`src/shared/wrap_timer_pkg.sv`:
```
/*
 * package for the eight bit wrap timer: register offsets, field positions,
 * reset values, clock source encodings and the register-access struct.
 * assumes a 32-bit ahb-lite bus with word-aligned registers.
 */
package wrap_timer_pkg;

   // ----------------------------------------------------------------
   // register byte offsets
   // ----------------------------------------------------------------
   localparam logic [7:0] STATUS_CONTROL_OFS = 8'h00;
   localparam logic [7:0] CLOCK_CONFIG_OFS = 8'h04;
   localparam logic [7:0] COUNT_VALUE_OFS = 8'h08;
   localparam logic [7:0] WRAP_LIMIT_OFS = 8'h0c;

   // ----------------------------------------------------------------
   // field positions in status_control_reg
   // ----------------------------------------------------------------
   localparam int OVF_BIT = 7;
   localparam int IRQ_EN_BIT = 6;
   localparam int CNT_RST_BIT = 5;
   localparam int STOP_BIT = 4;
   // clock config fields
   localparam int CLK_SEL_LSB = 4;
   localparam int PRESCALE_LSB = 0;

   // ----------------------------------------------------------------
   // reset values and limits
   // ----------------------------------------------------------------
   localparam logic [7:0] COUNT_RESET = 8'h00;
   localparam logic [7:0] WRAP_RESET = 8'h00;
   localparam logic [3:0] PRESCALE_RESET = 4'h0;
   localparam logic [3:0] PRESCALE_MAX = 4'h8;
   localparam logic STOP_RESET = 1'b1;

   // clock source encodings
   typedef enum logic [1:0] {
      SRC_BUS = 2'h0,
      SRC_FIXED = 2'h1,
      SRC_EXT_FALL = 2'h2,
      SRC_EXT_RISE = 2'h3
   } clk_src_t;

   // one decoded bus access, captured in the address phase
   typedef struct packed {
      logic valid;
      logic write;
      logic [7:0] addr;
   } bus_access_t;

endpackage : wrap_timer_pkg

```
`src/rtl/eight_bit_wrap_timer.sv`:
```
/*
 * eight bit up-counting timer with programmable wrap limit, four clock
 * sources, power-of-two prescaler, overflow flag and interrupt request.
 * assumes one 100 mhz clock, a single ahb-lite master, and that the fixed
 * frequency clock and the external pin are asynchronous levels.
 */
// Decided for this implementation: the AHB-Lite interface to the registers and the address map.
// Function
// RULE1 - count register reads current 8-bit value, ignores writes, resets to zero
// RULE2 - wrap limit zero means free-running; wrap limit resets to zero
// RULE3 - any write to wrap limit clears counter and overflow flag
// RULE4 - after reset: stopped at zero, limit zero, bus clock, divide by one
// RULE5 - modes are stopped, free-running, and wrap-limited
// RULE6 - clock select picks bus, fixed clock, pin rising or falling
// RULE7 - changing clock source keeps the count
// RULE8 - prescaler divides by 1 to 256 in powers of two
// RULE9 - changing prescale keeps the count
// RULE10 - counter steps per tick up to limit, then wraps to zero
// RULE11 - overflow flag sets on each limit-to-zero transition
// RULE12 - flag cleared by reading status while set, then writing zero
// RULE13 - rollover between read and write cancels the pending clear
// RULE14 - writing one to counter reset clears overflow flag
// RULE15 - interrupt asserted while flag set and enable is one
// RULE16 - software should clear flag before enabling the interrupt
// RULE17 - wrap limit accepts any value from one to 255
// RULE18 - stop bit freezes count, clearing resumes; reset sets stop
// RULE19 - counter reset bit forces zero on one, reads zero
// RULE20 - clock select 00 bus, 01 fixed, 10 pin fall, 11 pin rise
// RULE21 - prescale 0 to 8 select 1 to 256; higher gives 256
// RULE22 - pin synchronised, selected edge gives one-cycle count enable
`timescale 1ns/100ps
module eight_bit_wrap_timer (
   input wire logic REF_CLK_I,
   input wire logic RST_B_I,
   input wire logic HSEL_I,
   input wire logic [31:0] HADDR_I,
   input wire logic [1:0] HTRANS_I,
   input wire logic HWRITE_I,
   input wire logic [2:0] HSIZE_I,
   input wire logic [31:0] HWDATA_I,
   input wire logic HREADY_I,
   output logic [31:0] HRDATA_O,
   output logic HREADYOUT_O,
   output logic HRESP_O,
   input wire logic FIXED_FREQ_CLOCK_I,
   input wire logic EXT_CLOCK_PIN_I,
   output logic IRQ_O
);
   import wrap_timer_pkg::*;

   // ----------------------------------------------------------------
   // state
   // ----------------------------------------------------------------
   bus_access_t acc;
   logic [7:0] timer_count_value;
   logic [7:0] wrap_limit;
   logic overflow_flag;
   logic overflow_irq_enable;
   logic stop_bit;
   logic [1:0] clock_select;
   logic [3:0] prescale_select;
   logic clear_armed;
   logic [2:0] fix_sync;
   logic [2:0] pin_sync;
   logic [7:0] prescaler;
   logic src_tick;
   logic tick;
   logic rollover;
   logic wr_status;
   logic wr_clock;
   logic wr_wrap;
   logic rd_status;
   logic cnt_reset_req;

   // prescale mask: bits of the prescaler that must be all ones for a tick
   function automatic logic [7:0] prescale_mask(input logic [3:0] sel);
      logic [3:0] s;
      s = (sel > PRESCALE_MAX) ? PRESCALE_MAX : sel; // RULE21
      prescale_mask = 8'((9'h001 << s) - 9'h001); // RULE8
   endfunction : prescale_mask

   // ----------------------------------------------------------------
   // ahb-lite slave: zero wait state, always okay
   // ----------------------------------------------------------------
   always_ff @(posedge REF_CLK_I) begin
      if (!RST_B_I) begin
         acc <= '0;
      end else if (HREADY_I) begin
         acc.valid <= HSEL_I & HTRANS_I[1];
         acc.write <= HWRITE_I;
         acc.addr <= HADDR_I[7:0];
      end
   end

   assign wr_status = acc.valid & acc.write & (acc.addr == STATUS_CONTROL_OFS);
   assign wr_clock = acc.valid & acc.write & (acc.addr == CLOCK_CONFIG_OFS);
   assign wr_wrap = acc.valid & acc.write & (acc.addr == WRAP_LIMIT_OFS);
   assign rd_status = HSEL_I & HREADY_I & HTRANS_I[1] & ~HWRITE_I &
                      (HADDR_I[7:0] == STATUS_CONTROL_OFS);
   assign cnt_reset_req = wr_status & HWDATA_I[CNT_RST_BIT]; // RULE19

   // read data registered in the address phase
   always_ff @(posedge REF_CLK_I) begin
      if (!RST_B_I) begin
         HRDATA_O <= '0;
      end else if (HSEL_I & HREADY_I & HTRANS_I[1] & ~HWRITE_I) begin
         unique case (HADDR_I[7:0])
            STATUS_CONTROL_OFS: HRDATA_O <= {24'h0, overflow_flag, overflow_irq_enable,
                                             1'b0, stop_bit, 4'h0}; // RULE19
            CLOCK_CONFIG_OFS: HRDATA_O <= {24'h0, 2'b00, clock_select, prescale_select};
            COUNT_VALUE_OFS: HRDATA_O <= {24'h0, timer_count_value}; // RULE1
            WRAP_LIMIT_OFS: HRDATA_O <= {24'h0, wrap_limit};
            default: HRDATA_O <= '0;
         endcase
      end
   end

   // ready and response never change
   always_ff @(posedge REF_CLK_I) begin
      if (!RST_B_I) begin
         HREADYOUT_O <= 1'b1;
         HRESP_O <= 1'b0;
      end else begin
         HREADYOUT_O <= 1'b1;
         HRESP_O <= 1'b0;
      end
   end

   // ----------------------------------------------------------------
   // control registers
   // ----------------------------------------------------------------
   always_ff @(posedge REF_CLK_I) begin
      if (!RST_B_I) begin
         overflow_irq_enable <= 1'b0;
         stop_bit <= STOP_RESET; // RULE18 RULE4
      end else if (wr_status) begin
         overflow_irq_enable <= HWDATA_I[IRQ_EN_BIT];
         stop_bit <= HWDATA_I[STOP_BIT];
      end
   end

   // clock source and prescale; writes leave the count alone
   always_ff @(posedge REF_CLK_I) begin
      if (!RST_B_I) begin
         clock_select <= SRC_BUS; // RULE4
         prescale_select <= PRESCALE_RESET;
      end else if (wr_clock) begin
         clock_select <= HWDATA_I[CLK_SEL_LSB +: 2]; // RULE7
         prescale_select <= HWDATA_I[PRESCALE_LSB +: 4]; // RULE9
      end
   end

   // wrap limit takes any byte value
   always_ff @(posedge REF_CLK_I) begin
      if (!RST_B_I) begin
         wrap_limit <= WRAP_RESET; // RULE2
      end else if (wr_wrap) begin
         wrap_limit <= HWDATA_I[7:0]; // RULE17
      end
   end

   // ----------------------------------------------------------------
   // clock sources: synchronisers and edge detect
   // ----------------------------------------------------------------
   always_ff @(posedge REF_CLK_I) begin
      if (!RST_B_I) begin
         fix_sync <= '0;
         pin_sync <= '0;
      end else begin
         fix_sync <= {fix_sync[1:0], FIXED_FREQ_CLOCK_I};
         pin_sync <= {pin_sync[1:0], EXT_CLOCK_PIN_I}; // RULE22
      end
   end

   // source tick selection, one cycle per qualifying edge
   always_comb begin
      unique case (clk_src_t'(clock_select)) // RULE6 RULE20
         SRC_BUS: src_tick = 1'b1;
         SRC_FIXED: src_tick = fix_sync[1] & ~fix_sync[2];
         SRC_EXT_FALL: src_tick = ~pin_sync[1] & pin_sync[2]; // RULE22
         SRC_EXT_RISE: src_tick = pin_sync[1] & ~pin_sync[2]; // RULE22
      endcase
   end

   // ----------------------------------------------------------------
   // prescaler: counter of source ticks, cleared by stop, wrap write or counter reset; tick when low bits all ones
   // ----------------------------------------------------------------
   always_ff @(posedge REF_CLK_I) begin
      if (!RST_B_I) begin
         prescaler <= '0;
      end else if (stop_bit | wr_wrap | cnt_reset_req) begin
         prescaler <= '0;
      end else if (src_tick) begin
         prescaler <= prescaler + 8'h01;
      end
   end

   assign tick = ~stop_bit & src_tick &
                 ((prescaler & prescale_mask(prescale_select)) ==
                  prescale_mask(prescale_select)); // RULE8 RULE18
   // free-running limit zero rolls at 8'hff
   assign rollover = tick & (wrap_limit == 8'h00 ? timer_count_value == 8'hff :
                             timer_count_value == wrap_limit); // RULE5 RULE11

   // ----------------------------------------------------------------
   // counter
   // ----------------------------------------------------------------
   always_ff @(posedge REF_CLK_I) begin
      if (!RST_B_I) begin
         timer_count_value <= COUNT_RESET; // RULE1 RULE4
      end else if (wr_wrap | cnt_reset_req) begin
         timer_count_value <= COUNT_RESET; // RULE3 RULE19
      end else if (rollover) begin
         timer_count_value <= COUNT_RESET; // RULE10 RULE2
      end else if (tick) begin
         timer_count_value <= timer_count_value + 8'h01; // RULE10
      end
   end

   // ----------------------------------------------------------------
   // overflow flag with two-step clear
   // ----------------------------------------------------------------
   always_ff @(posedge REF_CLK_I) begin
      if (!RST_B_I) begin
         clear_armed <= 1'b0;
      end else if (rollover) begin
         clear_armed <= 1'b0; // RULE13
      end else if (rd_status & overflow_flag) begin
         clear_armed <= 1'b1; // RULE12
      end else if (wr_status) begin
         clear_armed <= 1'b0;
      end
   end

   always_ff @(posedge REF_CLK_I) begin
      if (!RST_B_I) begin
         overflow_flag <= 1'b0;
      end else if (wr_wrap | cnt_reset_req) begin
         overflow_flag <= 1'b0; // RULE3 RULE14
      end else if (rollover) begin
         overflow_flag <= 1'b1; // RULE11 RULE13
      end else if (wr_status & clear_armed & ~HWDATA_I[OVF_BIT]) begin
         overflow_flag <= 1'b0; // RULE12
      end
   end

   // interrupt request, registered
   always_ff @(posedge REF_CLK_I) begin
      if (!RST_B_I) begin
         IRQ_O <= 1'b0;
      end else begin
         IRQ_O <= overflow_flag & overflow_irq_enable; // RULE15
      end
   end

   // ----------------------------------------------------------------
   // assertions
   // ----------------------------------------------------------------
   property p_count_reset;
      @(posedge REF_CLK_I) !RST_B_I |=> timer_count_value == 8'h00 && stop_bit;
   endproperty
   a_count_reset: assert property (p_count_reset) // RULE1
      else $error("count not zero after reset");

   property p_wrap_write_clears;
      @(posedge REF_CLK_I) disable iff (!RST_B_I)
         wr_wrap |=> timer_count_value == 8'h00 && !overflow_flag;
   endproperty
   a_wrap_write_clears: assert property (p_wrap_write_clears) // RULE3
      else $error("wrap write no clear");

   property p_stop_freezes;
      @(posedge REF_CLK_I) disable iff (!RST_B_I)
         stop_bit && !wr_wrap && !cnt_reset_req |=> $stable(timer_count_value);
   endproperty
   a_stop_freezes: assert property (p_stop_freezes) // RULE18
      else $error("count moved while stopped");

   property p_rollover_sets;
      @(posedge REF_CLK_I) disable iff (!RST_B_I)
         rollover && !wr_wrap && !cnt_reset_req |=> overflow_flag && timer_count_value == 8'h00;
   endproperty
   a_rollover_sets: assert property (p_rollover_sets) // RULE11
      else $error("rollover did not set flag");

   property p_step;
      @(posedge REF_CLK_I) disable iff (!RST_B_I)
         tick && !rollover && !wr_wrap && !cnt_reset_req |=>
            timer_count_value == $past(timer_count_value) + 8'h01;
   endproperty
   a_step: assert property (p_step) // RULE10
      else $error("count did not step");

   property p_pending_cancel;
      @(posedge REF_CLK_I) disable iff (!RST_B_I)
         rollover |=> !clear_armed;
   endproperty
   a_pending_cancel: assert property (p_pending_cancel) // RULE13
      else $error("clear not cancelled");

   property p_trst_clears;
      @(posedge REF_CLK_I) disable iff (!RST_B_I)
         cnt_reset_req |=> !overflow_flag && timer_count_value == 8'h00;
   endproperty
   a_trst_clears: assert property (p_trst_clears) // RULE14
      else $error("counter reset failed");

   property p_irq;
      @(posedge REF_CLK_I) disable iff (!RST_B_I)
         ##1 IRQ_O == $past(overflow_flag & overflow_irq_enable);
   endproperty
   a_irq: assert property (p_irq) // RULE15
      else $error("irq mismatch");

   property p_no_limit_exceed;
      @(posedge REF_CLK_I) disable iff (!RST_B_I)
         wrap_limit != 8'h00 && tick && timer_count_value == wrap_limit |=>
            timer_count_value == 8'h00;
   endproperty
   a_no_limit_exceed: assert property (p_no_limit_exceed) // RULE17
      else $error("limit passed");

   // a status write without a qualifying read or the counter reset bit leaves the flag alone
   property p_clear_needs_read;
      @(posedge REF_CLK_I) disable iff (!RST_B_I)
         wr_status && !clear_armed && !cnt_reset_req && overflow_flag |=> overflow_flag;
   endproperty
   a_clear_needs_read: assert property (p_clear_needs_read) // RULE12
      else $error("flag cleared without read");

   // the write-only counter reset bit never shows in status read data
   property p_reset_bit_reads_zero;
      @(posedge REF_CLK_I) disable iff (!RST_B_I)
         rd_status |=> HRDATA_O[CNT_RST_BIT] == 1'b0;
   endproperty
   a_reset_bit_reads_zero: assert property (p_reset_bit_reads_zero) // RULE19
      else $error("counter reset bit read as one");

   // a pin or fixed clock edge gives one enable, never two in a row
   property p_single_edge;
      @(posedge REF_CLK_I) disable iff (!RST_B_I)
         src_tick && clock_select != SRC_BUS ##1 $stable(clock_select) |-> !src_tick;
   endproperty
   a_single_edge: assert property (p_single_edge) // RULE22
      else $error("source enable longer than one cycle");

   // clock and prescale writes keep the count moving from where it was
   property p_clock_write_keeps;
      @(posedge REF_CLK_I) disable iff (!RST_B_I)
         wr_clock && !rollover |=>
            timer_count_value == $past(timer_count_value) + 8'($past(tick));
   endproperty
   a_clock_write_keeps: assert property (p_clock_write_keeps) // RULE9
      else $error("clock write disturbed count");

   c_rollover: cover property (@(posedge REF_CLK_I) disable iff (!RST_B_I) rollover);
   c_two_step: cover property (@(posedge REF_CLK_I) disable iff (!RST_B_I)
      clear_armed ##[1:20] !overflow_flag);
   c_ext_tick: cover property (@(posedge REF_CLK_I) disable iff (!RST_B_I)
      tick && clock_select == SRC_EXT_RISE);
   c_irq: cover property (@(posedge REF_CLK_I) disable iff (!RST_B_I) IRQ_O);

endmodule : eight_bit_wrap_timer

```
`config.mk`:
```
export PLATFORM = sky130hd
export DESIGN_NAME = eight_bit_wrap_timer
export DESIGN_NICKNAME = d
export VERILOG_FILES = /design/src/shared/wrap_timer_pkg.sv /design/src/rtl/eight_bit_wrap_timer.sv
export SDC_FILE = /design/constraint.sdc
export NUM_CORES = 1
export LEC_CHECK = 0
export BUFFER_PORTS_ARGS = -buffer_cell sky130_fd_sc_hd__buf_2
export CAP_MARGIN = 15
export CORE_UTILIZATION = 50
export CTS_CLUSTER_SIZE = 10
export DETAILED_ROUTE_END_ITERATION = 10
export MAX_ROUTING_LAYER = met4
export PLACE_DENSITY = 0.85
export SETUP_SLACK_MARGIN = 0.5
export SLEW_MARGIN = 15
export SYNTH_ARGS = -nofsm -noshare
export SYNTH_HDL_FRONTEND = slang
export SYNTH_SLANG_ARGS = --single-unit
export TNS_END_PERCENT = 5
```
`constraint.sdc`:
```
create_clock -name REF_CLK_I -period 2.94 [get_ports REF_CLK_I]
set_input_delay 0.588 -clock REF_CLK_I [delete_from_list [all_inputs] [get_ports REF_CLK_I]]
set_output_delay 0.588 -clock REF_CLK_I [all_outputs]
set_load 0.01 [all_outputs]
```
==> results by group <==
CTS
  – CTS Buf Count: 9
  – Clk_lat worst skew: 0.35 ns
  – CTS clk-pin slew, worst paths: 0.07 ns
  – TritonCTS clock tree: done
  – Root cell of the clock tree: clkbuf_8
  – CTS Hold Buffers Added: 0
  – Htree depth: 3
  – CTS max path bufs: 2
  – Clk sink count: 59

STA
  – Worst hold margin: 0.438 ns
  – Final worst-path setup slack: 0.602 ns
  – Slew at the pin closest to its max-slew limit: 0.494 ns
  – Final min period: 2.34 ns
  – Final period util: 0.795
  – Skew final: 0.0101 ns
  – Peak Freq: 428 MHz
  – RSZ-0062 raised after global routing: no
  – Final setup TNS: 0 ns
  – Max Slew Vio Count: 0
  – Final hold vios: 0
  – Max-slew headroom: 0.667
  – Final setup fails: 0

Pwr
  – Leakage: 1.55 nW
  – PD cells: 510 nW/um2
  – VDD IR max: 0.641 mV

Final layout
  – Layout cell share with drive strength beyond 1: 0.195
  – Nets: 468
  – Area delta synth->final: 10.6%
  – Finished Cell Area: 3580 um2
  – Antenna cell count: 0
  – Final Core Density: 0.588

Global routing
  – Grt ovf: 0
  – Largest net degree at the start of global routing: 41
  – First-pass GRT wire length: 10.8 mm
  – Antenna violations before repair: 0
  – GRT Util Overall: 0.219
  – Number of global-route vias before repair: 2,392

Placed design
  – Input/output buffers: 32
  – Hpwl dp: 4.55 mm
  – Post-Place Cell Area: 3310 um2
  – Pre-CTS WS: 0.257 ns
  – RePlAce Congestion: 0.867

Critical path
  – Startpoint Class: register
  – Critical Path Sink Type: register
  – Critical path type: reg -> reg
  – Critical Path RT: 3.23 ns
  – Crit Path Max Fanout: 7
  – Worst EP arrival: 2.63 ns
  – Register-to-Register Path Depth: 10

Drt
  – Avg WL per Cell: 14.1 um
  – DRC errors left: 0
  – Drt total wl: 6.59 mm
  – Via count: 2,574
  – DRC marker count from the first detailed-route iteration: 185
  – Vias per cell: 5.49
  – Drt first pass iters: 4
  – Antenna Nets Post-Route: 0

Synth
  – Seq/Total Area, Yosys: 0.365
  – Top cell type by total area after synthesis: dfxtp_1
  – Syn Inst Count: 365
  – Number of synthesized flops with an enable pin: 0
  – Yosys warning total: 0
  – Netlist cell types: 56
  – Ys async rst share: 0
  – Yosys top cell area share: 0.365
  – Synth Flop Type: dfxtp_1
  – Cell Area, Synth: 3240 um2
  – Yosys reg bits: 59
  – Top post-synthesis cells by area: dfxtp_1, mux2i_1, nor2b_1, buf_4, nand2_1
  – Syn Area/Cell: 8.87 um2

Min path
  – Hold Path Stages: 2
  – Worst min path class: in -> reg

Die
  – Die area: 6800 um2
  – Die Wd: 82.5 um
  – Core area: 6100 um2
  – Die H: 82.5 um
  – Num ports: 111
  – Initial core utilization: 0.531
  – Std cell rows: 28

Run
  – Maxcap violations: 0

Run status
  – Status: finished, final reports clean
-- synthesized netlist by cell type, types with 2 or more instances --
cell type,count
clkbuf_1,14
and3_1,3
nor3_1,4
a21oi_1,11
or3_1,4
a211o_1,2
nor4_2,2
xor2_1,7
mux2i_1,27
nor2_1,23
and2_1,8
nor4bb_1,2
nand2_1,28
mux2_2,6
dfxtp_1,59
xnor2_1,6
buf_2,2
nand2b_1,5
a22oi_1,9
conb_1,2
buf_1,2
nand3_1,4
a21boi_0,2
inv_1,6
or2_2,3
nor2b_1,34
o21ai_0,10
o211ai_1,2
a211oi_1,2
ha_1,3
nand4b_1,2
nand3b_1,3
buf_4,26
nor4_1,7
o22ai_1,6
a21o_1,4
nand4_1,4
buf_6,3
-- where the power goes --
group          internal, mW  total (mW)  switching, mW
Combinational        0.0388      0.0966         0.0578
Sequential            0.810       0.816        0.00621
Clock                 0.569       0.916          0.347
Total                  1.42        1.83          0.410
-- worst max-delay path, stage by stage, from the launching register on --
cell and delay [ns]:
dfxtp_1 0.38, nor2_2 0.15, nand3b_1 0.11, ha_1 0.30
nor2_1 0.05, nor3_2 0.15, o211ai_1 0.18, or3_4 0.46
buf_4 0.17, nor4b_2 0.24, a21o_1 0.11
-- stage by stage --
stage	power (mW)	instances
floorplan	0.926	389
global placement	0.927	452
detailed placement	0.929	452
CTS	1.84	468
global route	1.89	469
finish	1.83	469
-- cell usage in the layout (no fill, tap or decap), types with 4 or more instances in the layout --
cell | Yosys | routed
nand3_1 | 4 | 4
o21ai_0 | 10 | 10
nand4_1 | 4 | 4
conb_1 | 2 | 26
o22ai_1 | 6 | 6
mux2_2 | 6 | 6
nand2b_1 | 5 | 5
a21oi_1 | 11 | 11
xor2_1 | 7 | 7
buf_4 | 26 | 4
nor2_1 | 23 | 22
clkbuf_8 | 0 | 9
nand2_1 | 28 | 28
buf_2 | 2 | 32
xnor2_1 | 6 | 6
inv_1 | 6 | 6
and2_1 | 8 | 8
a21o_1 | 4 | 4
dfxtp_1 | 59 | 57
a22oi_1 | 9 | 9
nor2b_1 | 34 | 34
nor4_1 | 7 | 7
mux2i_1 | 27 | 27
-- repair_timing --
| item | CTS | global route |
|---|---|---|
| buffers inserted | 0 | 1 |
| resized for setup | 2 | 4 |
| pin swaps | 0 | 1 |
| endpoints found under the setup margin | 10 | 8 |
-- flip-flops by register name, summed over array words and instances (netlist names) --
name and flops:
stop_bit 1, clock_select 2, prescale_select 4, overflow_flag 1
timer_count_value 8, acc 10, pin_sync 3, prescaler 8
HRDATA_O 8, wrap_limit 8, clear_armed 1, overflow_irq_enable 1
fix_sync 3, IRQ_O 1
-- per-layer routing --
metal,wire length (um),share of wire,vias to the layer above,track usage
met5,0,0,-,-
met1,2900,0.44,1207,0.263
li1,-,-,1271,-
met4,125,0.019,0,0.100
met3,323,0.049,14,0.0527
met2,3250,0.49,82,0.346
-- final timing paths --
check	startpoint	endpoint	slack (ns)
setup / recovery	prescale_select[2]	timer_count_value[4]	0.60
hold / removal	EXT_CLOCK_PIN_I	pin_sync[0]	0.44
hold reg to reg	fix_sync[0]	fix_sync[1]	0.44
setup reg to reg	prescale_select[2]	timer_count_value[4]	0.60
-- logic make-up after synthesis --
kind of cell	after synthesis	synth area share
AO/OA/AOI/OAI	57	0.119
XOR/XNOR	13	0.0351
adder cells (fa/ha/maj)	3	0.0116
buffers and inverters	53	0.0993
flip-flops	59	0.365
multiplexers	34	0.111
other	2	0.00232
AND/OR/NAND/NOR	144	0.257
-- final cells by class --
class	count	area [um2]
fillers	486	2510
multi-input cells	277	1850
flip-flops and latches	59	1180
repair buffers	36	190
clock buffers	9	124
clock inverters	7	124
well taps	75	93.8
inverters	6	22.5
Power figures use the tool's default switching activity.
